**config.mk**
```make
export PLATFORM = sky130hd
export DESIGN_NAME = usm_sync_top
export DESIGN_NICKNAME = d
export VERILOG_FILES = /design/src/include/usm_pkg.sv /design/src/include/usm_fifo_if.sv /design/src/rtl/usm_sync_top.sv /design/src/rtl/usm_rx_fifo.sv
export SDC_FILE = /design/constraint.sdc
export NUM_CORES = 1
export LEC_CHECK = 0
export BUFFER_PORTS_ARGS = -buffer_cell sky130_fd_sc_hd__buf_2
export CAP_MARGIN = 20
export CELL_PAD_IN_SITES_DETAIL_PLACEMENT = 1
export CELL_PAD_IN_SITES_GLOBAL_PLACEMENT = 2
export CORE_ASPECT_RATIO = 0.8
export CORE_MARGIN = 4
export CORE_UTILIZATION = 35
export CTS_CLUSTER_SIZE = 40
export DETAILED_ROUTE_END_ITERATION = 10
export GPL_TIMING_DRIVEN = 1
export PLACE_DENSITY = 0.81
export RECOVER_POWER = 100
export SLEW_MARGIN = 30
export SYNTH_ARGS = -nofsm -noshare
export SYNTH_HDL_FRONTEND = slang
export SYNTH_SLANG_ARGS = --single-unit
```
**constraint.sdc**
```tcl
create_clock -name clk_i -period 4.1 [get_ports clk_i]
set_input_delay 0.615 -clock clk_i [delete_from_list [all_inputs] [get_ports clk_i]]
set_output_delay 0.615 -clock clk_i [all_outputs]
set_load 0.01 [all_outputs]
```
**src/include/usm_pkg.sv**
```systemverilog
package usm_pkg;

  // Register map, one aligned word each
  localparam int unsigned ADDR_W = 8;
  localparam logic [ADDR_W-1:0] OFF_BAUD_CONTROL = 8'h00;
  localparam logic [ADDR_W-1:0] OFF_RX_STATUS_CONTROL = 8'h04;
  localparam logic [ADDR_W-1:0] OFF_BAUD_DIVISOR_LOW = 8'h08;
  localparam logic [ADDR_W-1:0] OFF_BAUD_DIVISOR_HIGH = 8'h0C;
  localparam logic [ADDR_W-1:0] OFF_TX_DATA = 8'h10;
  localparam logic [ADDR_W-1:0] OFF_TX_STATUS_CONTROL = 8'h14;
  localparam logic [ADDR_W-1:0] OFF_RX_DATA = 8'h18;
  localparam logic [ADDR_W-1:0] OFF_FLAGS = 8'h1C;

  ////////////////////////////////////////////////////////////////////////////////
  // Field positions
  localparam int BC_AUTO_BAUD = 0;
  localparam int BC_WAKE = 1;
  localparam int BC_WIDE = 3;
  localparam int BC_POLARITY = 4;
  localparam int BC_RX_IDLE = 6;
  localparam int RC_NINTH_BIT = 0;
  localparam int RC_OVERRUN = 1;
  localparam int RC_FRAMING = 2;
  localparam int RC_CONT_RX = 4;
  localparam int RC_SINGLE_RX = 5;
  localparam int RC_RX_NINE = 6;
  localparam int RC_PORT_EN = 7;
  localparam int TC_TX_NINTH_BIT = 0;
  localparam int TC_SHIFT_EMPTY = 1;
  localparam int TC_SEND_BREAK = 3;
  localparam int TC_SYNC_MODE = 4;
  localparam int TC_TX_ENABLE = 5;
  localparam int TC_TX_NINE = 6;
  localparam int TC_CLK_SRC = 7;
  localparam int FL_TX_EMPTY = 0;
  localparam int FL_RX_CHAR = 1;
  localparam int FE_FRAMING = 9;

  // Writable bits and reset values
  localparam logic [7:0] BC_WMASK = 8'h1B;
  localparam logic [7:0] RC_WMASK = 8'hF0;
  localparam logic [7:0] TC_WMASK = 8'hFD;
  localparam logic [7:0] CTL_RST = 8'h00;

  ////////////////////////////////////////////////////////////////////////////////
  // Frame shapes, LSB first
  localparam logic [13:0] BRK_FRAME = 14'h2000;
  localparam logic [3:0] BRK_BITS = 4'hE;
  localparam logic [3:0] BITS_8 = 4'h8;
  localparam logic [3:0] BITS_9 = 4'h9;
  localparam logic [3:0] ASYNC_BITS_8 = 4'hA;
  localparam logic [3:0] ASYNC_BITS_9 = 4'hB;

  localparam int unsigned FIFO_W = 10;
  localparam logic [1:0] FIFO_DEPTH = 2'h2;

  typedef enum logic [1:0] {ST_IDLE, ST_TX, ST_RX, ST_WAKE} usm_state_t;

endpackage : usm_pkg

```
**src/include/usm_fifo_if.sv**
```systemverilog
`timescale 1ns/1ps
`default_nettype none
interface usm_fifo_if #(parameter int unsigned W = 10);
  logic push;
  logic pop;
  logic clr;
  logic [W-1:0] wdata;
  logic [W-1:0] top;
  logic [1:0] count;
  modport owner (output push, output pop, output clr, output wdata, input top, input count);
  modport store (input push, input pop, input clr, input wdata, output top, output count);
endinterface : usm_fifo_if
`default_nettype wire

```
**src/rtl/usm_sync_top.sv**
```systemverilog
// Operation
// Software: enable, break, dummy write, sync byte
// Break done clears send-break, sends queued byte
// Empty transmit holding register raises empty flag
// Zero character without stop sets framing flag
// Wake watches two edges, flags, then receives
// Two wires, half duplex, never both ways
// Synchronous characters carry no start, stop
// Master select; receive enables pick direction
// Master drives clock; data changes leading edge
// One clock cycle per data bit only
// Polarity sets clock idle level and edge
// Master transmit drives data and clock pins
// Holding waits while shifting, else loads
// Master receive releases data pin
// Single receive clocks one character, self-clears
// Continuous receive stops at once when cleared
// Both set: single clears, continuous continues
// Trailing edge sampling into two-entry queue
// Slave takes clock pin, driver off
// Third character while full sets overrun
// Overrun clears by read or receive disable
// Ninth bit shown separately, read first
// Break is start, twelve zeros, stop
// Reading received data pops the queue
`timescale 1ns/1ps
`default_nettype none
module usm_sync_top (
  input wire logic clk_i,
  input wire logic nrst_i,
  input wire logic psel_i,
  input wire logic penable_i,
  input wire logic pwrite_i,
  input wire logic [usm_pkg::ADDR_W-1:0] paddr_i,
  input wire logic [31:0] pwdata_i,
  output logic [31:0] prdata_o,
  output logic pready_o,
  output logic pslverr_o,
  input wire logic ck_i,
  output logic ck_o,
  output logic ck_oe_o,
  input wire logic dt_i,
  output logic dt_o,
  output logic dt_oe_o
);
  import usm_pkg::*;

  typedef struct packed {
    logic [7:0] baud_control_reg;
    logic [7:0] rx_status_control_reg;
    logic [7:0] tx_status_control_reg;
    logic [7:0] baud_divisor_low;
    logic [7:0] baud_divisor_high;
    logic [7:0] tx_data_reg;
    logic tx_full;
    usm_state_t st;
    logic [13:0] tx_shift_reg;
    logic [8:0] rx_shift_reg;
    logic [3:0] nb;
    logic [3:0] bcnt;
    logic [15:0] bd;
    logic ph;
    logic first;
    logic brk;
    logic wake;
    logic overrun_error_flag;
    logic overrun_single;
    logic ck_m;
    logic ck_s;
    logic ck_p;
    logic dt_m;
    logic dt_s;
    logic dt_p;
    logic ck;
    logic ck_oe;
    logic dt;
    logic dt_oe;
    logic pready;
    logic pslverr;
    logic [31:0] prdata;
  } usm_regs_t;

  usm_regs_t s;
  usm_regs_t n;

  usm_fifo_if #(.W(FIFO_W)) fif ();

  usm_rx_fifo #(.W(FIFO_W)) u_fifo (
    .clk_i(clk_i),
    .nrst_i(nrst_i),
    .f(fif.store)
  );

  function automatic logic hit(input logic [ADDR_W-1:0] a, input logic [ADDR_W-1:0] off);
    return a == off;
  endfunction : hit

  function automatic logic [8:0] word_of(input logic nine, input logic [8:0] r);
    return nine ? r : {1'b0, r[8:1]};
  endfunction : word_of

  ////////////////////////////////////////////////////////////////////////////////
  // Configuration decode
  logic serial_port_enable;
  logic sync_mode;
  logic clock_source_select;
  logic master;
  logic single_receive_enable;
  logic continuous_receive_enable;
  logic transmit_enable;
  logic send_break_ctl;
  logic clock_polarity_select;
  logic wake_on_break_enable;
  logic rx_nine_bit_enable;
  logic tx_nine_bit_enable;
  logic tick;
  logic ck_lead;
  logic ck_trail;
  logic lead_ev;
  logic trail_ev;
  logic do_push;
  logic [9:0] push_word;
  logic wr_acc;

  assign serial_port_enable = s.rx_status_control_reg[RC_PORT_EN];
  assign rx_nine_bit_enable = s.rx_status_control_reg[RC_RX_NINE];
  assign single_receive_enable = s.rx_status_control_reg[RC_SINGLE_RX];
  assign continuous_receive_enable = s.rx_status_control_reg[RC_CONT_RX];
  assign sync_mode = s.tx_status_control_reg[TC_SYNC_MODE];
  assign clock_source_select = s.tx_status_control_reg[TC_CLK_SRC];
  assign transmit_enable = s.tx_status_control_reg[TC_TX_ENABLE];
  assign send_break_ctl = s.tx_status_control_reg[TC_SEND_BREAK];
  assign tx_nine_bit_enable = s.tx_status_control_reg[TC_TX_NINE];
  assign clock_polarity_select = s.baud_control_reg[BC_POLARITY];
  assign wake_on_break_enable = s.baud_control_reg[BC_WAKE];
  assign master = sync_mode & clock_source_select;
  assign tick = (s.bd == {s.baud_divisor_high, s.baud_divisor_low});
  // Slave edges come from the synchronised pin, never from its first stage
  assign ck_lead = (s.ck_s != s.ck_p) && (s.ck_s != clock_polarity_select);
  assign ck_trail = (s.ck_s != s.ck_p) && (s.ck_s == clock_polarity_select);
  assign lead_ev = (master || !sync_mode) ? (tick && !s.ph) : ck_lead;
  assign trail_ev = (master || !sync_mode) ? (tick && s.ph) : ck_trail;
  assign wr_acc = psel_i && penable_i && pwrite_i;

  ////////////////////////////////////////////////////////////////////////////////
  // Next state
  always_comb begin
    logic [7:0] rd;
    logic [8:0] shifted;
    rd = 8'h00;
    shifted = {s.dt_s, s.rx_shift_reg[8:1]};
    n = s;
    do_push = 1'b0;
    push_word = '0;
    fif.push = 1'b0;
    fif.pop = 1'b0;
    fif.clr = 1'b0;
    fif.wdata = '0;
    n.pready = 1'b1;
    n.ck_m = ck_i;
    n.ck_s = s.ck_m;
    n.ck_p = s.ck_s;
    n.dt_m = dt_i;
    n.dt_s = s.dt_m;
    n.dt_p = s.dt_s;

    // Read data is captured in the setup phase so the access phase is zero wait
    if (psel_i && !penable_i) begin
      n.pslverr = 1'b0;
      if (hit(paddr_i, OFF_BAUD_CONTROL)) begin
        rd = s.baud_control_reg & BC_WMASK;
        rd[BC_RX_IDLE] = (s.st != ST_RX);
      end else if (hit(paddr_i, OFF_RX_STATUS_CONTROL)) begin
        rd = s.rx_status_control_reg & RC_WMASK;
        rd[RC_OVERRUN] = s.overrun_error_flag;
        rd[RC_FRAMING] = (fif.count != 2'h0) && fif.top[FE_FRAMING];
        rd[RC_NINTH_BIT] = (fif.count != 2'h0) && fif.top[8];
      end else if (hit(paddr_i, OFF_BAUD_DIVISOR_LOW)) begin
        rd = s.baud_divisor_low;
      end else if (hit(paddr_i, OFF_BAUD_DIVISOR_HIGH)) begin
        rd = s.baud_divisor_high;
      end else if (hit(paddr_i, OFF_TX_DATA)) begin
        rd = 8'h00;
      end else if (hit(paddr_i, OFF_TX_STATUS_CONTROL)) begin
        rd = s.tx_status_control_reg & TC_WMASK;
        rd[TC_SHIFT_EMPTY] = (s.st != ST_TX);
      end else if (hit(paddr_i, OFF_RX_DATA)) begin
        rd = (fif.count != 2'h0) ? fif.top[7:0] : 8'h00;
      end else if (hit(paddr_i, OFF_FLAGS)) begin
        rd[FL_TX_EMPTY] = !s.tx_full;
        rd[FL_RX_CHAR] = (fif.count != 2'h0) || s.wake;
      end else begin
        n.pslverr = 1'b1;
      end
      n.prdata = {24'h000000, rd};
    end

    // Software writes go first so hardware updates below win the same cycle
    if (wr_acc) begin
      if (hit(paddr_i, OFF_BAUD_CONTROL)) begin
        n.baud_control_reg = pwdata_i[7:0] & BC_WMASK;
      end else if (hit(paddr_i, OFF_RX_STATUS_CONTROL)) begin
        n.rx_status_control_reg = pwdata_i[7:0] & RC_WMASK;
        if (!pwdata_i[RC_CONT_RX] && s.overrun_error_flag && !s.overrun_single) begin
          n.overrun_error_flag = 1'b0;
        end
      end else if (hit(paddr_i, OFF_BAUD_DIVISOR_LOW)) begin
        n.baud_divisor_low = pwdata_i[7:0];
      end else if (hit(paddr_i, OFF_BAUD_DIVISOR_HIGH)) begin
        n.baud_divisor_high = pwdata_i[7:0];
      end else if (hit(paddr_i, OFF_TX_STATUS_CONTROL)) begin
        n.tx_status_control_reg = pwdata_i[7:0] & TC_WMASK;
      end
    end else if (psel_i && penable_i && hit(paddr_i, OFF_RX_DATA)) begin
      fif.pop = (fif.count != 2'h0);
      n.wake = 1'b0;
      if (s.overrun_error_flag && s.overrun_single) begin
        n.overrun_error_flag = 1'b0;
      end
    end

    // Bit timer runs only while a character is on the wire
    if (s.st == ST_TX || s.st == ST_RX) begin
      if (tick) begin
        n.bd = '0;
        n.ph = !s.ph;
      end else begin
        n.bd = s.bd + 16'h0001;
      end
    end

    if (!serial_port_enable) begin
      n.st = ST_IDLE;
      n.tx_full = 1'b0;
      n.overrun_error_flag = 1'b0;
      n.wake = 1'b0;
      n.brk = 1'b0;
      n.ck_oe = 1'b0;
      n.dt_oe = 1'b0;
      fif.clr = 1'b1;
    end else begin
      case (s.st)
        ST_IDLE: begin
          n.bd = '0;
          n.ph = 1'b0;
          n.bcnt = 4'h0;
          n.first = 1'b0;
          n.ck_oe = master;
          n.ck = clock_polarity_select;
          n.dt_oe = transmit_enable && !(sync_mode &&
                    (single_receive_enable || continuous_receive_enable));
          n.dt = sync_mode ? s.dt : 1'b1;
          if (wake_on_break_enable && !sync_mode) begin
            n.st = ST_WAKE;
          end else if (!s.overrun_error_flag && sync_mode && (master ?
                       (single_receive_enable || continuous_receive_enable) :
                       continuous_receive_enable)) begin
            // Receive has priority; the data pin is never driven while receiving
            n.st = ST_RX;
            n.dt_oe = 1'b0;
            n.nb = rx_nine_bit_enable ? BITS_9 : BITS_8;
            if (master) begin
              n.ck = !clock_polarity_select;
              n.ph = 1'b1;
            end
          end else if (!s.overrun_error_flag && !sync_mode && continuous_receive_enable &&
                       s.dt_p && !s.dt_s) begin
            n.st = ST_RX;
            n.first = 1'b1;
            n.nb = rx_nine_bit_enable ? BITS_9 : BITS_8;
          end else if (transmit_enable && s.tx_full) begin
            n.tx_full = 1'b0;
            n.st = ST_TX;
            n.ph = 1'b1;
            n.first = sync_mode && !clock_source_select;
            if (!sync_mode && send_break_ctl) begin
              n.tx_shift_reg = BRK_FRAME;
              n.nb = BRK_BITS;
              n.brk = 1'b1;
            end else if (!sync_mode) begin
              n.tx_shift_reg = tx_nine_bit_enable ?
                {3'h0, 1'b1, s.tx_status_control_reg[TC_TX_NINTH_BIT], s.tx_data_reg, 1'b0} :
                {4'h0, 1'b1, s.tx_data_reg, 1'b0};
              n.nb = tx_nine_bit_enable ? ASYNC_BITS_9 : ASYNC_BITS_8;
            end else begin
              // No start or stop framing on the synchronous wire
              n.tx_shift_reg = {5'h00, s.tx_status_control_reg[TC_TX_NINTH_BIT],
                                s.tx_data_reg};
              n.nb = tx_nine_bit_enable ? BITS_9 : BITS_8;
            end
            n.dt = n.tx_shift_reg[0];
            if (master) begin
              n.ck = !clock_polarity_select;
            end
          end
        end
        ST_TX: begin
          if (trail_ev) begin
            if (master) begin
              n.ck = clock_polarity_select;
            end
            n.bcnt = s.bcnt + 4'h1;
            if (sync_mode && !clock_source_select && s.bcnt == s.nb - 4'h1) begin
              n.st = ST_IDLE;
            end
          end else if (lead_ev) begin
            if (s.first) begin
              n.first = 1'b0;
            end else if (s.bcnt == s.nb) begin
              // A half period at the idle level separates back-to-back characters
              n.st = ST_IDLE;
              n.dt = sync_mode ? s.dt : 1'b1;
              if (s.brk) begin
                n.tx_status_control_reg[TC_SEND_BREAK] = 1'b0;
                n.brk = 1'b0;
              end
            end else begin
              n.tx_shift_reg = s.tx_shift_reg >> 1;
              n.dt = s.tx_shift_reg[1];
              if (master) begin
                n.ck = !clock_polarity_select;
              end
            end
          end
        end
        ST_RX: begin
          if (sync_mode && !(n.rx_status_control_reg[RC_SINGLE_RX] ||
                             n.rx_status_control_reg[RC_CONT_RX])) begin
            n.st = ST_IDLE;
            n.ck = clock_polarity_select;
          end else if (!sync_mode) begin
            if (lead_ev) begin
              if (s.first) begin
                n.first = 1'b0;
                if (s.dt_s) begin
                  n.st = ST_IDLE;
                end
              end else if (s.bcnt == s.nb) begin
                do_push = 1'b1;
                push_word = {!s.dt_s, word_of(rx_nine_bit_enable, s.rx_shift_reg)};
                n.st = ST_IDLE;
              end else begin
                n.rx_shift_reg = shifted;
                n.bcnt = s.bcnt + 4'h1;
              end
            end
          end else if (trail_ev) begin
            if (master) begin
              n.ck = clock_polarity_select;
            end
            n.rx_shift_reg = shifted;
            n.bcnt = s.bcnt + 4'h1;
            if (s.bcnt == s.nb - 4'h1) begin
              do_push = 1'b1;
              push_word = {1'b0, word_of(rx_nine_bit_enable, shifted)};
              if (master) begin
                n.rx_status_control_reg[RC_SINGLE_RX] = 1'b0;
              end else begin
                n.st = ST_IDLE;
              end
            end
          end else if (lead_ev && master) begin
            if (s.bcnt == s.nb) begin
              n.st = ST_IDLE;
            end else begin
              n.ck = !clock_polarity_select;
            end
          end
        end
        ST_WAKE: begin
          if (!s.ph && s.dt_p && !s.dt_s) begin
            n.wake = 1'b1;
            n.ph = 1'b1;
          end else if (s.ph && !s.dt_p && s.dt_s) begin
            n.baud_control_reg[BC_WAKE] = 1'b0;
            n.st = ST_IDLE;
          end
          if (!wake_on_break_enable) begin
            n.st = ST_IDLE;
          end
        end
        default: begin
          n.st = ST_IDLE;
        end
      endcase
    end

    // A full queue keeps its contents; the newcomer only raises overrun
    if (do_push) begin
      if (fif.count == FIFO_DEPTH && !fif.pop) begin
        n.overrun_error_flag = 1'b1;
        n.overrun_single = single_receive_enable && !continuous_receive_enable;
      end else begin
        fif.push = 1'b1;
        fif.wdata = push_word;
      end
    end

    // Late so that a load this cycle frees the holding register for the new byte
    if (wr_acc && hit(paddr_i, OFF_TX_DATA) && serial_port_enable && transmit_enable &&
        !n.tx_full) begin
      n.tx_data_reg = pwdata_i[7:0];
      n.tx_full = 1'b1;
    end
  end

  always_ff @(posedge clk_i or negedge nrst_i) begin
    if (!nrst_i) begin
      s <= '0;
    end else begin
      s <= n;
    end
  end

  assign prdata_o = s.prdata;
  assign pready_o = s.pready;
  assign pslverr_o = s.pslverr;
  assign ck_o = s.ck;
  assign ck_oe_o = s.ck_oe;
  assign dt_o = s.dt;
  assign dt_oe_o = s.dt_oe;
endmodule : usm_sync_top
`default_nettype wire

```
**src/rtl/usm_rx_fifo.sv**
```systemverilog
`timescale 1ns/1ps
`default_nettype none
module usm_rx_fifo #(
  parameter int unsigned W = 10
) (
  input wire logic clk_i,
  input wire logic nrst_i,
  usm_fifo_if.store f
);
  import usm_pkg::*;

  typedef struct packed {
    logic [W-1:0] e0;
    logic [W-1:0] e1;
    logic [1:0] cnt;
  } usm_fifo_t;

  usm_fifo_t s;
  usm_fifo_t n;

  // Top entry is a register, so read data never passes through a mux of the store
  always_comb begin
    n = s;
    if (f.clr) begin
      n.cnt = 2'h0;
    end else begin
      if (f.pop && s.cnt != 2'h0) begin
        n.e0 = s.e1;
        n.cnt = s.cnt - 2'h1;
      end
      if (f.push && n.cnt != FIFO_DEPTH) begin
        if (n.cnt == 2'h0) begin
          n.e0 = f.wdata;
        end else begin
          n.e1 = f.wdata;
        end
        n.cnt = n.cnt + 2'h1;
      end
    end
  end

  always_ff @(posedge clk_i or negedge nrst_i) begin
    if (!nrst_i) begin
      s <= '0;
    end else begin
      s <= n;
    end
  end

  assign f.top = s.e0;
  assign f.count = s.cnt;

endmodule : usm_rx_fifo
`default_nettype wire

```
# [Word level (Yosys, flattened, before mapping)]
# Index checks and enable logic that the tools add are counted.
# Widths: inputs -> output; s select.
[totals] register_bits=137 in_bits=47 output_inout_bits=38 word_cells=411
[op_classes] addsub=5 n_eq_ne=66 mux=209 bitwise_logic=8 reduce_logical=85
[ops] op="$mux 8" n=14
[ops] op="$mux 10" n=11
[ops] op="$mux 1" n=101
[ops] op="$mux 14" n=6
[ops] op="$mux 9" n=9
[ops] op="$mux 2" n=33
[ops] op="$mux 16" n=4
[ops] op="$ne 3x3->1 const B" n=15
[ops] op="$logic_and 1x1->1" n=40
[ops] op="$mux 4" n=9
[ops] op="$mux 17" n=2
[ops] op="$mux 34" n=1
[ops] op="$eq 8x5->1 const B" n=4
[ops] op="$mux 32" n=1
[ops] op="$ne 2x2->1 const B" n=14
[ops] op="$pmux 14 s2" n=1
[ops] op="$mux 24" n=1
[ops] op="$mux 11" n=2
[ops] op="$mux 22" n=1
[ops] op="$reduce_and 10->1" n=2
[ops] op="$mux 18" n=1
[ops] op="$add 16x1->16 const B" n=1
[ops] op="$eq 16x16->1" n=1
[ops] op="$eq 8x4->1 const B" n=2
[ops] op="other kinds (42)" n=97

# [Depth between registers and ports, before layout]
[logic_depth] depth_word=17 ltp_mapped=16 ltp_nobuf=14

# [Hierarchy]
# Synthesis repeated with hierarchy kept, for this count alone.
[hier_totals] hier_cells=798 area_unflattened_um2=8064.0
[modules_own_cells] module="usm_sync_top" n_inst=1 cells_each=709 area_per_inst_um2=6950.4
[modules_own_cells] module="usm_rx_fifo" n_inst=1 cells_each=89 area_per_inst_um2=1113.6

# [Worst setup path after synthesis]
# Ideal clock, no wire load.
[synth_timing] kind="register -> register" start="reg s[56] (netlist name)" end="reg u_fifo.s[7] (netlist name)" setup_ns=0.124 arrival_time_ns=3.414 required_time_ns=3.976 path_slack_ns=0.562 path_stages_with_launch=17 n_path_buf=5 path_cell_list="dfrtp_1 clkbuf_1 xnor2_1 nand4_1 nor4_1 ha_1 clkbuf_1 nor2b_1 a311o_1 and4bb_1 buf_4 nor2_2 or4b_1 buf_2 buf_6 nand2_1 o21ai_1"
[synth_via] elab_chain_cells=11 elab_cells_between_ends=21
[synth_rtl] item="from (decl)" line="usm_sync_top.sv:83" source="usm_regs_t s;"
[synth_rtl] item="from (signal assigned)" line="usm_sync_top.sv:411" source="s <= n;"
[synth_rtl] item="$eq 16x16->1 (*)" line="usm_sync_top.sv:137" source="assign tick = (s.bd == {s.baud_divisor_high, s.baud_divisor_low});"
[synth_rtl] item="$logic_and 1x1->1, on equally long branches" line="usm_sync_top.sv:141, usm_sync_top.sv:142"
[synth_rtl] item="$mux 1, on equally long branches" line="usm_sync_top.sv:141, usm_sync_top.sv:142"
[synth_rtl] item="$mux 1, on equally long branches" line="usm_sync_top.sv:332, usm_sync_top.sv:347"
[synth_rtl] item="$mux 1" line="usm_sync_top.sv:331" source="end else if (!sync_mode) begin"
[synth_rtl] item="$mux 1" line="usm_sync_top.sv:327" source="if (sync_mode && !(n.rx_status_control_reg[RC_SINGLE_RX] ||"
[synth_rtl] item="$mux 1" line="usm_sync_top.sv:242" source="case (s.st)"
[synth_rtl] item="$mux 1" line="usm_sync_top.sv:232" source="if (!serial_port_enable) begin"
[synth_rtl] item="$mux 1" line="usm_sync_top.sv:389" source="if (do_push) begin"
[synth_rtl] item="$logic_and 1x1->1" line="usm_rx_fifo.sv:31" source="if (f.push && n.cnt != FIFO_DEPTH) begin"
[synth_rtl] item="$reduce_and 3->1 (no source line)"
[synth_rtl] item="to (signal assigned)" line="usm_rx_fifo.sv:46" source="s <= n;"
[synth_rtl] item="to (decl)" line="usm_rx_fifo.sv:18" source="usm_fifo_t s;"
# Every way passes the cells marked *; elsewhere a longest branch is shown, timed or not.
# A chain may end at the register's enable or synchronous reset.

# [Final worst setup path]
[layout_timing] start="reg s[50] (netlist name)" end="reg u_fifo.s[2] (netlist name)"
# The elaborated chain is that of the path after synthesis.

==> implementation parameters <==
Parameter                              Value

Floorplanning
  Vert. Die Dim    141 um
  Chip Width    174 um
  Top-Level Pins    85
  Core area    21,600 um^2
  Site Rows    48
  Initial cell density of the core    0.357
  Die area    24,500 um^2

Finish
  Area growth, synth to finish    11.4%
  Most common cell after layout, fill and taps aside    dfrtp_1
  Commonest cells after routing, fill and taps aside    dfrtp_1, nor2_1, nand2_1, o21ai_0, mux2_2
  Proportion of layout cells with a drive suffix above 1    0.141
  Fillcell total    2,495
  Final instance count without filler cells    1,139
  Net count reported at finish    912
  Antenna Diode Count    0

Timing
  Clock period minus worst slack    3.66 ns
  Unrepaired setup endpoints after global routing    no
  Max Clock Freq    273 MHz
  Total setup violations reported at the end of the flow    0
  Period utilization    0.892
  Final Hold Violating Endpoints    0
  Fin. max-slew vios    91
  Setup Skew    0.0131 ns
  Worst-margin pin slew    2.44 ns
  Remaining max-slew budget at the tightest pin    -0.629
  Setup TNS    0 ns

Place
  Count of buffers from port buffering    36
  Instance count after placement with tap cells included    1,107
  Half-perimeter wire length after placement    16,200 um
  Placer congestion estimate    0.846

Clocking
  Clock Path Buffers    2
  CTS Buf Count    17
  Number of post-CTS setup repair buffers    0
  TritonCTS clock tree    yes
  Post-cts resize count    0
  Number of H-tree branching levels    4
  TritonCTS Sinks    136
  Clock-pin transition on the worst setup and hold timing paths    0.07 ns
  Clk Latency, worst-skew pair    0.43 ns
  Buffer cell driving the clock tree root    clkbuf_16
  CTS Hold Bufs    0

Synth
  Synth async-reset ratio    1.00
  Number of distinct library cell variants in the gate-level netlist after synthesis    74
  EDFF count, synth    0
  Post-synthesis instance area    7730 um^2
  Largest area contributor in the netlist    dfrtp_1
  Synth Instances    821
  Proportion of netlist area held by the largest area contributor    0.440
  Register area share after synthesis    0.440
  Top flip-flop cell by instance count after synthesis    dfrtp_1
  Number of register bits inferred by synthesis    136
  Synthesized area divided by synthesized cell count    9.41 um^2
  Yosys synthesis warning count    0
  Ranking of synthesized cells by area    dfrtp_1, mux2_2, nor2_1

Detailed routing
  Vias/cell    5.48
  Detailed Route WL    22,400 um
  DR pass1 iterations    4
  DRC violation total after the first TritonRoute iteration    431
  DRT antenna net count    0
  Number of DRC violations after detailed routing    0
  Average wire per standard cell    19.6 um
  Number of vias after detailed routing    6,245

Worst setup path
  Data arrival, critical path    3.95 ns
  Reg-to-reg critical path endpoint    u_fifo.s[2]
  FF-to-FF path depth    12
  CP endpoint kind    flip-flop
  Highest net fanout along the worst path    16
  Startpoint type of the worst setup path    flip-flop
  Reg2reg setup slack    0.44 ns
  Crit path required time    4.39 ns
  Kind of critical path    flip-flop to flip-flop
  Reg2reg start    s[50]

Global routing
  Global-route usage over all layers    0.185
  Antenna violations before repair    0
  Pin count of the biggest net entering global routing    91
  Global route total overflow    0
  Wire length of the first global-routing pass    35,900 um
  Number of global-route vias before repair    6,324

Min path
  Hold Crit Start    ck_i
  Class of the worst hold path    input port to flip-flop
  Number of cells traversed by the worst hold path    1
  Hold Path End    n[42]

Power
  Peak ir drop on the vdd network    0.248 mV
  PD cells    431 nW/um^2
  Cell leakage power    3.74 nW

Flow run
  Max_cap viols    1

Run status
  Result of the run    finished, violations left
  Failing checks    max-capacitance violations, max-slew violations
## cells by family after synthesis
| family | Yosys count | synth area share |
|---|---|---|
| compound gates | 182 | 0.154 |
| xor+xnor | 41 | 0.0465 |
| fa+ha+maj | 14 | 0.0227 |
| buf+inv | 94 | 0.0630 |
| flops | 136 | 0.440 |
| mux | 68 | 0.0960 |
| other cells | 2 | 0.000972 |
| simple gates | 284 | 0.177 |
## cell type report
class	instances	area, um^2	area share
clock buffer	17	425	0.0494
clock inverter	15	135	0.0157
inverter	24	90.1	0.0105
multi-input combinational	614	3920	0.455
sequential	136	3400	0.395
tap	275	344	0.0400
timing repair buffer	58	292	0.0339
## synth_stat cells, types with 11 or more instances
cell	count
a211oi_1	15
a21oi_1	39
buf_4	33
clkbuf_1	30
dfrtp_1	136
ha_1	14
inv_1	23
mux2_2	49
mux2i_1	19
nand2_1	83
nand2b_1	15
nand3_1	28
nand4_1	16
nor2_1	85
o21ai_0	50
o21ai_1	11
xnor2_1	26
xor2_1	15
## worst max-delay path: stages, from the launching register on
cell and delay (ns):
dfrtp_1 0.48, xnor2_1 0.18, nand4_1 0.13, nor4_1 0.29, buf_4 0.20, ha_1 0.18
clkbuf_1 0.23, nand2b_1 0.11, nor3_1 0.40, nor2_1 0.25, or4b_1 0.82, nand2_1 0.15
o21ai_0 0.09
## layer usage
metal	vias up	global-route usage	wire, um
met4	0	0.0441	267
met1	3144	0.278	11200
met2	145	0.276	9840
met5	-	0	0
li1	2934	-	-
met3	22	0.0349	1060
## how the worst max path moves through the flow
| stage | end | slack [ns] | depth (start not counted) | start |
|---|---|---|---|---|
| final | u_fifo.s[2] | 0.44 | 12 | s[50] |
| after global routing | u_fifo.s[2] | 0.16 | 12 | s[56] |
| after CTS | u_fifo.s[2] | 0.49 | 12 | s[50] |
| after detailed placement | u_fifo.f.top[2] | 0.40 | 12 | paddr_i[5] |
| after global placement | u_fifo.f.top[7] | 0.46 | 12 | paddr_i[5] |
| after floorplan | u_fifo.s[7] | 0.56 | 16 | s[56] |
## where the power goes
| group | internal, mW | switching, mW | total [mW] |
|---|---|---|---|
| logic | 0.245 | 0.476 | 0.721 |
| clock network | 0.801 | 0.686 | 1.49 |
| registers | 1.42 | 0.0853 | 1.51 |
## through the flow
stage / instance area [um^2] / hold WS [ns] / power, mW / utilization / worst slack (ns)
after floorplan: 7810 / 0.319 / 2.01 / - / 0.562
after global placement: 8110 / 0.332 / 2.24 / 0.375 / 0.459
after detailed placement: 8110 / 0.337 / 2.25 / 0.375 / 0.399
after CTS: 8670 / 0.278 / 3.76 / 0.401 / 0.488
after global routing: 8610 / 0.280 / 3.92 / 0.398 / 0.157
final: 8610 / 0.298 / 3.71 / 0.398 / 0.442
## flip-flops by register name, indices dropped and copies added (netlist names)
signal / flops
s: 92
u_fifo.f.top: 10
u_fifo.s: 10
prdata_o: 8
n: 4
u_fifo.f.count: 2
ck_o: 1
ck_oe_o: 1
clock_polarity_select: 1
clock_source_select: 1
continuous_receive_enable: 1
dt_o: 1
dt_oe_o: 1
pready_o: 1
pslverr_o: 1
rx_nine_bit_enable: 1
Power figures use the tool's default switching activity.
